File: src/common/prc_pkg.sv
// prc_pkg: constants, types and register map of the pll run-time reconfiguration block.
// assumes: one clock (mclk, one vco period per edge), scan clock sampled as a plain input.
package prc_pkg;

	// ---------------------------------------------------------------
	// sizes
	// ---------------------------------------------------------------
	localparam int PRC_NCNT = 7;
	localparam int PRC_NTAP = 8;
	localparam int PRC_TAPW = 3;
	localparam int PRC_CNTW = 8;
	localparam int PRC_SECW = 18;
	localparam int PRC_NSEC_C = 5;
	localparam int PRC_CPW = 9;
	localparam int PRC_LFW = 9;
	localparam int PRC_CHAINW = 144;
	localparam int PRC_SCAN_MAX_MHZ = 100;

	// ---------------------------------------------------------------
	// chain layout, first bit shifted in lands at bit 0
	// ---------------------------------------------------------------
	localparam int PRC_CP_POS = 126;
	localparam int PRC_LF_POS = 135;
	localparam logic [PRC_CHAINW-1:0] PRC_CHAIN_RST = 144'h0;

	// counter index: 0..4 = c0..c4, 5 = feedback, 6 = pre-scale
	localparam int PRC_IDX_FB = 5;
	localparam logic [2:0] PRC_SEL_FB = 3'h5;
	localparam logic [2:0] PRC_SEL_ALLC = 3'h7;

	// ---------------------------------------------------------------
	// register map (byte addresses)
	// ---------------------------------------------------------------
	localparam int PRC_AW = 8;
	localparam int PRC_DW = 32;
	localparam logic [7:0] PRC_A_STATUS = 8'h00;
	localparam logic [7:0] PRC_A_LOOP = 8'h04;
	localparam logic [7:0] PRC_A_RESTART = 8'h08;
	localparam logic [7:0] PRC_A_CFG0 = 8'h20;
	localparam logic [7:0] PRC_A_PH0 = 8'h40;
	localparam logic [7:0] PRC_A_STRIDE = 8'h04;
	localparam int PRC_PH_TAP_POS = 8;
	localparam logic [7:0] PRC_INIT_RST = 8'h01;
	localparam logic [7:0] PRC_INIT_ONE = 8'h01;

	// ---------------------------------------------------------------
	// types
	// ---------------------------------------------------------------
	typedef struct packed {
		logic bypass;
		logic [PRC_CNTW-1:0] hi;
		logic odd;
		logic [PRC_CNTW-1:0] lo;
	} prc_cnt_cfg_t;

	typedef struct packed {
		logic [PRC_AW-1:0] addr;
		logic [PRC_DW-1:0] wdata;
		logic wr;
		logic rd;
	} prc_bus_req_t;

	typedef struct packed {
		logic step;
		logic up;
		logic [2:0] sel;
	} prc_phase_req_t;

	typedef enum logic {
		PRC_ST_WAIT,
		PRC_ST_RUN
	} prc_cnt_st_t;

	// chain section of counter i: c4..c0 first, then feedback, then pre-scale
	function automatic int prc_sec_of(input int i);
		return (i < PRC_NSEC_C) ? (PRC_NSEC_C - 1 - i) : i;
	endfunction : prc_sec_of

endpackage : prc_pkg

File: src/prc_top.sv
// prc_top: run-time reconfiguration and phase shifting of a clock synthesizer.
// assumes: scan clock, scan and phase inputs are synchronous to mclk; mclk stands for the vco.
// Contract
// - each output and feedback counter may pick any of eight vco phase taps
// - one fine phase step is one tap, a vco period over eight
// - counter start is held off initial count minus one; count one means none
// - dynamic shift moves only taps, repeats freely, two scan clocks per step
// - pre-scale, feedback, c0-c4, charge pump and loop filter rewritable by scan
// - scan data enters on serial input under scan clock, at most 100 MHz
// - update strobe for one scan clock copies scan register into active bits
// - each counter adopts its new setting on its own counting clock
// - data enters on second rising scan edge after enable rises
// - done flag high during reconfiguration, falling edge means counters updated
// - each counter holds 8-bit high, 8-bit low, bypass and odd bits
// - bypass divides by one; otherwise divide by high plus low
// - odd clear: high for high count, low for low count, fall on rising edge
// - odd set: fall moves to falling edge, half a cycle from high to low
// - chain is 144 bits: seven 18-bit sections, then 9 pump and 9 filter
// - first bit is c4 low count lsb, last is loop filter msb
// - phase direction registered on rising scan edge, one up, zero down
`timescale 1ns/1ps
module prc_top (
	input wire logic mclk,
	input wire logic rst,
	input prc_pkg::prc_bus_req_t bus_req,
	output logic [prc_pkg::PRC_DW-1:0] rdata,
	input wire logic scan_clk,
	input wire logic scan_ena,
	input wire logic scan_data,
	input wire logic cfg_update,
	input prc_pkg::prc_phase_req_t phase_req,
	output logic scan_done,
	output logic [prc_pkg::PRC_NCNT-1:0][1:0] cnt_wave,
	output logic [prc_pkg::PRC_NCNT-1:0][prc_pkg::PRC_TAPW-1:0] tap_sel,
	output logic [prc_pkg::PRC_CPW-1:0] cp_set,
	output logic [prc_pkg::PRC_LFW-1:0] lf_set
);

	localparam int N = prc_pkg::PRC_NCNT;

	// ---------------------------------------------------------------
	// scan clock edge and scan chain
	// ---------------------------------------------------------------
	logic sclk_q_r;
	wire scan_rise = scan_clk && !sclk_q_r;
	logic [prc_pkg::PRC_CHAINW-1:0] chain_act;
	logic upd_pulse;

	always_ff @(posedge mclk or posedge rst) begin
		if (rst)
			sclk_q_r <= 1'b0;
		else
			sclk_q_r <= scan_clk;
	end

	prc_scan_chain #(
		.W(prc_pkg::PRC_CHAINW)
	) u_chain (
		.mclk(mclk),
		.rst(rst),
		.scan_rise(scan_rise),
		.scan_ena(scan_ena),
		.scan_data(scan_data),
		.cfg_update(cfg_update),
		.chain_act(chain_act),
		.upd_pulse(upd_pulse)
	);

	assign cp_set = chain_act[prc_pkg::PRC_CP_POS +: prc_pkg::PRC_CPW];
	assign lf_set = chain_act[prc_pkg::PRC_LF_POS +: prc_pkg::PRC_LFW];

	// ---------------------------------------------------------------
	// dynamic phase step
	// ---------------------------------------------------------------
	logic step_q_r;
	logic up_r;
	logic [2:0] sel_r;
	logic step_pend_r;
	logic [N-1:0][prc_pkg::PRC_TAPW-1:0] tap_r;
	wire step_edge = scan_rise && phase_req.step && !step_q_r;

	always_ff @(posedge mclk or posedge rst) begin
		if (rst) begin
			step_q_r <= 1'b0;
			up_r <= 1'b0;
			sel_r <= 3'h0;
			step_pend_r <= 1'b0;
		end else if (scan_rise) begin
			step_q_r <= phase_req.step;
			up_r <= phase_req.up;
			sel_r <= phase_req.sel;
			step_pend_r <= step_edge;
		end
	end

	// ---------------------------------------------------------------
	// bus decode
	// ---------------------------------------------------------------
	logic [N-1:0][prc_pkg::PRC_CNTW-1:0] init_r;
	logic [N-1:0] start_r;
	logic boot_r;
	logic [N-1:0] pend_r;
	logic [N-1:0] ack;
	prc_pkg::prc_cnt_cfg_t [N-1:0] cfg_act;
	logic [prc_pkg::PRC_DW-1:0] rd_sel;
	logic [N-1:0] wr_ph;
	logic [N-1:0] rd_cfg;
	logic [N-1:0] rd_ph;

	wire wr_restart = bus_req.wr && (bus_req.addr == prc_pkg::PRC_A_RESTART);
	wire rd_status = (bus_req.addr == prc_pkg::PRC_A_STATUS);
	wire rd_loop = (bus_req.addr == prc_pkg::PRC_A_LOOP);

	// ---------------------------------------------------------------
	// per-counter slices
	// ---------------------------------------------------------------
	genvar gi;
	generate
		for (gi = 0; gi < N; gi++) begin : g_cnt
			localparam int SEC = prc_pkg::prc_sec_of(gi);
			localparam logic [7:0] A_CFG = prc_pkg::PRC_A_CFG0 + 8'(gi) * prc_pkg::PRC_A_STRIDE;
			localparam logic [7:0] A_PH = prc_pkg::PRC_A_PH0 + 8'(gi) * prc_pkg::PRC_A_STRIDE;
			localparam bit HAS_TAP = (gi <= prc_pkg::PRC_IDX_FB);
			localparam bit IS_C = (gi < prc_pkg::PRC_NSEC_C);
			localparam logic [2:0] MY_SEL = 3'(gi);
			wire prc_pkg::prc_cnt_cfg_t cfg_new = chain_act[SEC*prc_pkg::PRC_SECW +: prc_pkg::PRC_SECW];
			wire hit = (sel_r == MY_SEL) || (IS_C && sel_r == prc_pkg::PRC_SEL_ALLC);
			wire do_step = HAS_TAP && scan_rise && step_pend_r && hit;

			assign rd_cfg[gi] = (bus_req.addr == A_CFG);
			assign rd_ph[gi] = (bus_req.addr == A_PH);
			assign wr_ph[gi] = bus_req.wr && rd_ph[gi];
			assign tap_sel[gi] = tap_r[gi];

			always_ff @(posedge mclk or posedge rst) begin
				if (rst) begin
					tap_r[gi] <= '0;
					init_r[gi] <= prc_pkg::PRC_INIT_RST;
					start_r[gi] <= 1'b0;
					pend_r[gi] <= 1'b0;
				end else begin
					// one tap per step, wrapping through all eight phases
					if (do_step)
						tap_r[gi] <= up_r ? tap_r[gi] + 3'h1 : tap_r[gi] - 3'h1;
					if (wr_ph[gi])
						init_r[gi] <= bus_req.wdata[prc_pkg::PRC_CNTW-1:0];
					start_r[gi] <= boot_r || (wr_restart && bus_req.wdata[gi]);
					// a new update wins over an acknowledge in the same cycle
					if (upd_pulse)
						pend_r[gi] <= 1'b1;
					else if (ack[gi])
						pend_r[gi] <= 1'b0;
				end
			end

			prc_post_counter u_cnt (
				.mclk(mclk),
				.rst(rst),
				.cfg_new(cfg_new),
				.load_req(pend_r[gi]),
				.start(start_r[gi]),
				.start_cnt(init_r[gi]),
				.ack(ack[gi]),
				.cfg_act(cfg_act[gi]),
				.clk_wave(cnt_wave[gi])
			);
		end
	endgenerate

	// ---------------------------------------------------------------
	// read mux, done flag
	// ---------------------------------------------------------------
	always_comb begin
		rd_sel = '0;
		if (rd_status)
			rd_sel = {{(prc_pkg::PRC_DW-1){1'b0}}, scan_done};
		else if (rd_loop)
			rd_sel = {{(prc_pkg::PRC_DW-prc_pkg::PRC_CPW-prc_pkg::PRC_LFW){1'b0}}, lf_set, cp_set};
		else begin
			for (int i = 0; i < N; i++) begin
				if (rd_cfg[i])
					rd_sel = {{(prc_pkg::PRC_DW-prc_pkg::PRC_SECW){1'b0}}, cfg_act[i]};
				else if (rd_ph[i])
					rd_sel = {{(prc_pkg::PRC_DW-prc_pkg::PRC_CNTW-prc_pkg::PRC_TAPW){1'b0}}, tap_r[i], init_r[i]};
			end
		end
	end

	always_ff @(posedge mclk or posedge rst) begin
		if (rst) begin
			boot_r <= 1'b1;
			rdata <= '0;
			scan_done <= 1'b0;
		end else begin
			boot_r <= 1'b0;
			rdata <= bus_req.rd ? rd_sel : '0;
			scan_done <= upd_pulse || (|(pend_r & ~ack));
		end
	end

endmodule : prc_top

File: src/prc_scan_chain.sv
// prc_scan_chain: serial scan register and its update copy.
// assumes: scan_rise marks one mclk cycle per rising scan clock edge.
`timescale 1ns/1ps
module prc_scan_chain #(
	parameter int W = prc_pkg::PRC_CHAINW
) (
	input wire logic mclk,
	input wire logic rst,
	input wire logic scan_rise,
	input wire logic scan_ena,
	input wire logic scan_data,
	input wire logic cfg_update,
	output logic [W-1:0] chain_act,
	output logic upd_pulse
);

	logic ena_q_r;
	logic upd_q_r;
	logic [W-1:0] shift_r;
	wire do_shift = scan_rise && scan_ena && ena_q_r;
	wire do_upd = scan_rise && cfg_update && !upd_q_r;

	// ---------------------------------------------------------------
	// shift and update
	// ---------------------------------------------------------------
	always_ff @(posedge mclk or posedge rst) begin
		if (rst) begin
			ena_q_r <= 1'b0;
			upd_q_r <= 1'b0;
			shift_r <= prc_pkg::PRC_CHAIN_RST;
			chain_act <= prc_pkg::PRC_CHAIN_RST;
			upd_pulse <= 1'b0;
		end else begin
			upd_pulse <= do_upd;
			if (scan_rise) begin
				ena_q_r <= scan_ena;
				upd_q_r <= cfg_update;
			end
			if (do_shift)
				shift_r <= {scan_data, shift_r[W-1:1]};
			if (do_upd)
				chain_act <= shift_r;
		end
	end

endmodule : prc_scan_chain

File: src/prc_post_counter.sv
// prc_post_counter: one divide counter with start delay, bypass and odd duty.
// assumes: each mclk edge is one vco period of the selected phase tap.
`timescale 1ns/1ps
module prc_post_counter (
	input wire logic mclk,
	input wire logic rst,
	input prc_pkg::prc_cnt_cfg_t cfg_new,
	input wire logic load_req,
	input wire logic start,
	input wire logic [prc_pkg::PRC_CNTW-1:0] start_cnt,
	output logic ack,
	output prc_pkg::prc_cnt_cfg_t cfg_act,
	output logic [1:0] clk_wave
);

	prc_pkg::prc_cnt_st_t st_r;
	prc_pkg::prc_cnt_st_t st_nxt;
	logic [prc_pkg::PRC_CNTW-1:0] dly_r;
	logic [prc_pkg::PRC_CNTW-1:0] dly_nxt;
	logic [prc_pkg::PRC_CNTW:0] pos_r;
	logic [prc_pkg::PRC_CNTW:0] pos_nxt;

	// ---------------------------------------------------------------
	// period and waveform
	// ---------------------------------------------------------------
	wire [prc_pkg::PRC_CNTW:0] sum = {1'b0, cfg_act.hi} + {1'b0, cfg_act.lo};
	wire [prc_pkg::PRC_CNTW:0] len = (cfg_act.bypass || sum == '0) ? 9'h001 : sum;
	wire run = (st_r == prc_pkg::PRC_ST_RUN);
	wire wrap = run && (pos_r == len - 9'h001);
	wire adopt = load_req && (!run || wrap);
	wire hi_lvl = (pos_r < {1'b0, cfg_act.hi});
	wire odd_cut = cfg_act.odd && (pos_r == {1'b0, cfg_act.hi} - 9'h001);
	wire [1:0] wave_nxt = !run ? 2'b00 : cfg_act.bypass ? 2'b10 : {hi_lvl, hi_lvl && !odd_cut};
	wire [prc_pkg::PRC_CNTW-1:0] start_dly = (start_cnt == '0) ? '0 : start_cnt - prc_pkg::PRC_INIT_ONE;

	// ---------------------------------------------------------------
	// start delay and counting
	// ---------------------------------------------------------------
	always_comb begin
		st_nxt = st_r;
		dly_nxt = dly_r;
		pos_nxt = pos_r;
		if (start) begin
			st_nxt = prc_pkg::PRC_ST_WAIT;
			dly_nxt = start_dly;
			pos_nxt = '0;
		end else begin
			case (st_r)
				prc_pkg::PRC_ST_WAIT: begin
					if (dly_r == '0)
						st_nxt = prc_pkg::PRC_ST_RUN;
					else
						dly_nxt = dly_r - 8'h01;
				end
				prc_pkg::PRC_ST_RUN: begin
					pos_nxt = wrap ? '0 : pos_r + 9'h001;
				end
				default: st_nxt = prc_pkg::PRC_ST_WAIT;
			endcase
		end
	end

	always_ff @(posedge mclk or posedge rst) begin
		if (rst) begin
			st_r <= prc_pkg::PRC_ST_WAIT;
			dly_r <= '0;
			pos_r <= '0;
			cfg_act <= '0;
			ack <= 1'b0;
			clk_wave <= 2'b00;
		end else begin
			st_r <= st_nxt;
			dly_r <= dly_nxt;
			pos_r <= pos_nxt;
			clk_wave <= wave_nxt;
			ack <= adopt;
			if (adopt)
				cfg_act <= cfg_new;
		end
	end

endmodule : prc_post_counter

File: config.mk
export PLATFORM = sky130hd
export DESIGN_NAME = prc_top
export DESIGN_NICKNAME = d
export VERILOG_FILES = /design/src/common/prc_pkg.sv /design/src/prc_top.sv /design/src/prc_scan_chain.sv /design/src/prc_post_counter.sv
export SDC_FILE = /design/constraint.sdc
export NUM_CORES = 2
export LEC_CHECK = 0
export BUFFER_PORTS_ARGS = -buffer_cell sky130_fd_sc_hd__buf_2
export CAP_MARGIN = 20
export CELL_PAD_IN_SITES_DETAIL_PLACEMENT = 1
export CELL_PAD_IN_SITES_GLOBAL_PLACEMENT = 2
export CORE_AREA = 2 2 378 342
export CTS_BUF_LIST = sky130_fd_sc_hd__clkbuf_4 sky130_fd_sc_hd__clkbuf_8 sky130_fd_sc_hd__clkbuf_16
export CTS_CLUSTER_SIZE = 8
export DETAILED_ROUTE_END_ITERATION = 6
export DIE_AREA = 0 0 380 344
export PLACE_DENSITY_LB_ADDON = 0.1
export RECOVER_POWER = 100
export SETUP_SLACK_MARGIN = 0.4
export SLEW_MARGIN = 10
export SYNTH_ARGS = -nofsm -noshare
export SYNTH_HDL_FRONTEND = slang
export SYNTH_HIERARCHICAL = 1
export SYNTH_SLANG_ARGS = --single-unit
File: constraint.sdc
create_clock -name mclk -period 15.6 [get_ports mclk]
set_input_delay 0.78 -clock mclk [delete_from_list [all_inputs] [get_ports mclk]]
set_output_delay 0.78 -clock mclk [all_outputs]
set_load 0.005 [all_outputs]
==> metrics.txt <==
largest area contributor in the netlist dfrtp_1; Die X 380 um; Internal Power 3410 uW; syn_area_per_cell 9.74 sq um; hold buffers post-CTS 0; fill count 14400; Final min period 7.78 ns; clock network fraction of total power 41.7%; max cap viols 29; EDFF count, synth 0; mux contribution to synthesized area 10.8%; worst path cell trace ha_1, fa_1, a21o_1, a221oi_1, xor2_1, o211a_1, a31oi_1, nor2b_1, ha_1, nand3b_1, o21ai_0, nand4_1, clkbuf_1, and2_0, nor4_1, o32ai_1; port buffer count 97; Setup crit end kind flop; crit path DAT 8.26 ns; area fraction of the dominant cell type after synthesis 38.1%; final WL 159000 um; RSZ-0062 raised after global routing no; cell with the most instances on the worst path ha_1; layout net count 4714; Synthesis Warnings 6; Netlist cell types 119; Pre-antenna DRT Iters 7; clock sink count 679; R2R Path Start g_cnt[4].u_cnt/cfg_act[9]$_DFFE_PP0P_; drt drc 1; clock slew at reported path FFs 0.05 ns; htree depth 3; gr ovfl total 0; setup tns final 0 ns; Comb pwr share 16.9%; VDD IR-drop max 89.1 uV; reg2reg path depth 16; Via density 5.86; number of setup violations in the final report 0; die area 0.131 sq mm; outcome finished with violations; Skew-Pair Late Insertion Delay 0.74 ns; largest net degree at the start of global routing 113; area growth from synthesis to layout 8.99%; FP Rows 124; worst hold path cell count 1; Async S/R FF share, synth 100%; pwr/cell area 105 mW/mm^2; critical path's top delay family simple AND/OR/NAND/NOR gates; root buf cell clkbuf_16; R2R Setup Slk 7.82 ns; Seq/Total Area, Yosys 38.5%; part of the power in registers 41.4%; fin crit share 49.9%; crit-path max FO 20; PostCTS Resize Cnt 0; Worst setup SP type flop; Final Hold Viols 0; Max Fclk 129 MHz; Die Y 344 um; Cells after Synth 4532; most common cell in the netlist dfrtp_1; antenna viol nets, final 0; switch share 32.3%; initial antenna violation count 20; Synth Area in Compound Gates 19.6%; count of final max-slew check failures 1170; ranking of synthesized cells by area dfrtp_1 38%, mux2_2 6.7%, ha_1 4.4%; xor and xnor area share after synthesis 4.36%; Tightest Pin Transition 5.18 ns; vias in the first global route 37000; slowest stage delay, CP 1.64 ns; NetSw 1630 uW; LEAKAGE 0.0209 uW; Iter 0 DRT Violations 2622; cell area after synthesis 0.0441 sq mm; IO Count 139; critical path class reg -> reg; Layout Utilization 38.0%; critical path's slowest cell nor4_1; Worst Path Buf+Inv 1; Inserted Clock Buffers 97; Hold Path Sink sclk_q_r$_DFF_PP0_; Worst Path Required 16.08 ns; effective utilization at floorplan 34.9%; number of synthesized register bits 679; Top FF cell, synth dfrtp_1; Total GRT Usage 24.0%; failing checks design-rule violations, max-capacitance violations, max-slew violations; CTS tree done; gpl congestion 0.853; Final Skew 0.0590 ns; postcts setup bufs 0; largest family of logic cells by synthesized area compound AO/OA/AOI/OAI gates; Adder-Cell Fraction of Synth Area 4.96%; most common library cells after synthesis 671 x dfrtp_1, 271 x nand2_1, 268 x a21oi_1; drt wl/cell 25.4 um; post-synthesis simple-gate area fraction 16.8%; share of post-route cells with drive strength above 1 13.5%; via count 36600; post-DP HPWL 113000 um; max_slew headroom -245%; Core Area 0.127 sq mm; Max clock buf depth 3; first-pass GRT wire length 242000 um; Hold Crit Class in -> reg; hold_sp scan_clk; Reg-to-Reg End g_cnt[4].u_cnt/pos_r[1]$_DFFE_PP0P_
==> flip-flops by register name, indices dropped and copies added, names as in the netlist, 3 cells and up <==
register	flops
g_cnt.u_cnt/pos_r	63
sel_r	3
start_r	7
rdata	18
u_chain/shift_r	144
g_cnt.u_cnt/dly_r	56
g_cnt.u_cnt/ack	7
tap_sel	18
init_r	56
g_cnt.u_cnt/clk_wave	14
g_cnt.u_cnt/cfg_act	126
u_chain/chain_act	144
g_cnt.u_cnt/run	7
pend_r	7
==> layout make-up <==
class                           count  area, sq um  area share [%]
Inverter                          186          701            1.46
Antenna cell                        3         7.51          0.0156
Timing Repair Buffer              161          815            1.69
Sequential cell                   679        17000            35.3
Tap cell                         1701         2130            4.43
Multi-Input combinational cell   3369        24500            50.9
Clock buffer                      139         2770            5.77
Clock inverter                     10          195           0.406
==> power by group through the flow <==
stage	clock, uW	combinational [uW]	sequential [uW]
after global placement	0	854	2110
after CTS	2170	870	2080
after detailed placement	0	865	2110
after floorplan	0	628	2010
final	2100	851	2080
after global routing	2230	953	2100
==> worst reg2reg max path, stage by stage (launching register included) <==
cell      delay, ns
dfrtp_1        0.47
ha_1           0.27
fa_1           0.46
a21o_1         0.23
a221oi_1       0.63
xor2_1         0.22
o211a_1        0.22
a31oi_1        0.49
nor2b_1        0.21
ha_1           0.42
nand3b_1       0.22
o21ai_0        0.33
nand4_1        0.14
clkbuf_1       0.50
and2_0         0.84
nor4_1         1.64
o32ai_1        0.25
==> kinds of logic after synthesis <==
family / after synthesis
simple gates: 1354
compound gates: 1207
flops: 679
buf+inv: 501
mux: 404
xor+xnor: 219
fa+ha+maj: 167
other cells: 1
==> cell usage in the layout (no fill, tap or decap), drive strengths merged, types with 19 or more instances in the layout <==
| master | n |
|---|---|
| a31o | 19 |
| o31ai | 33 |
| and3 | 23 |
| or4 | 25 |
| buf | 90 |
| o211ai | 76 |
| a222oi | 57 |
| nor2b | 41 |
| a21o | 30 |
| and2 | 73 |
| mux2 | 392 |
| nand2 | 279 |
| o21a | 49 |
| xnor2 | 135 |
| inv | 182 |
| nand2b | 43 |
| nor4b | 32 |
| nand3 | 174 |
| dfrtp | 671 |
| xor2 | 84 |
| ha | 154 |
| clkbuf | 210 |
| nor3b | 34 |
| or2 | 25 |
| o21ai | 186 |
| o22ai | 37 |
| nor2 | 258 |
| nor3 | 88 |
| nor4 | 44 |
| nand4 | 118 |
| or3 | 33 |
| and3b | 25 |
| a21oi | 275 |
| a211o | 21 |
| o311ai | 58 |
| a211oi | 69 |
| a31oi | 95 |
==> stage by stage <==
| stage | worst slack (ns) | cell area [sq um] | hold slack [ns] | std cells | total power (uW) |
|---|---|---|---|---|---|
| after floorplan | 6.79 | 44200 | 0.419 | 4549 | 2640 |
| after global placement | 9.45 | 45800 | 0.468 | 6096 | 2960 |
| after detailed placement | 9.46 | 45800 | 0.475 | 6096 | 2970 |
| after CTS | 9.42 | 48800 | 0.114 | 6245 | 5120 |
| after global routing | 7.10 | 48100 | 0.125 | 6247 | 5290 |
| final | 7.82 | 48100 | 0.159 | 6248 | 5040 |
==> worst max path at each step <==
| stage | end | from | depth (start not counted) |
|---|---|---|---|
| after global placement | g_cnt[0].u_cnt/cfg_act[7]$_DFFE_PP0P_ | g_cnt[0].u_cnt/cfg_act[9]$_DFFE_PP0P_ | 18 |
| after CTS | g_cnt[0].u_cnt/cfg_act[6]$_DFFE_PP0P_ | g_cnt[0].u_cnt/cfg_act[9]$_DFFE_PP0P_ | 18 |
| after global routing | u_chain/shift_r[121]$_DFFE_PP0P_ | rst | 3 |
| final | g_cnt[4].u_cnt/pos_r[1]$_DFFE_PP0P_ | g_cnt[4].u_cnt/cfg_act[9]$_DFFE_PP0P_ | 16 |
| after detailed placement | g_cnt[0].u_cnt/cfg_act[7]$_DFFE_PP0P_ | g_cnt[0].u_cnt/cfg_act[9]$_DFFE_PP0P_ | 18 |
| after floorplan | u_chain/chain_act[0]$_DFFE_PP0P_ | rst | 1 |
==> per-layer routing <==
metal	wire [um]	vias up	track usage, %	share of wire, %
met5	119	-	0	0.075
met4	3750	18	6.04	2.4
met3	7360	195	4.15	4.6
met2	69700	720	36.9	44
met1	78000	18900	34.9	49
li1	-	16800	-	-
Power figures use the tool's default switching activity.
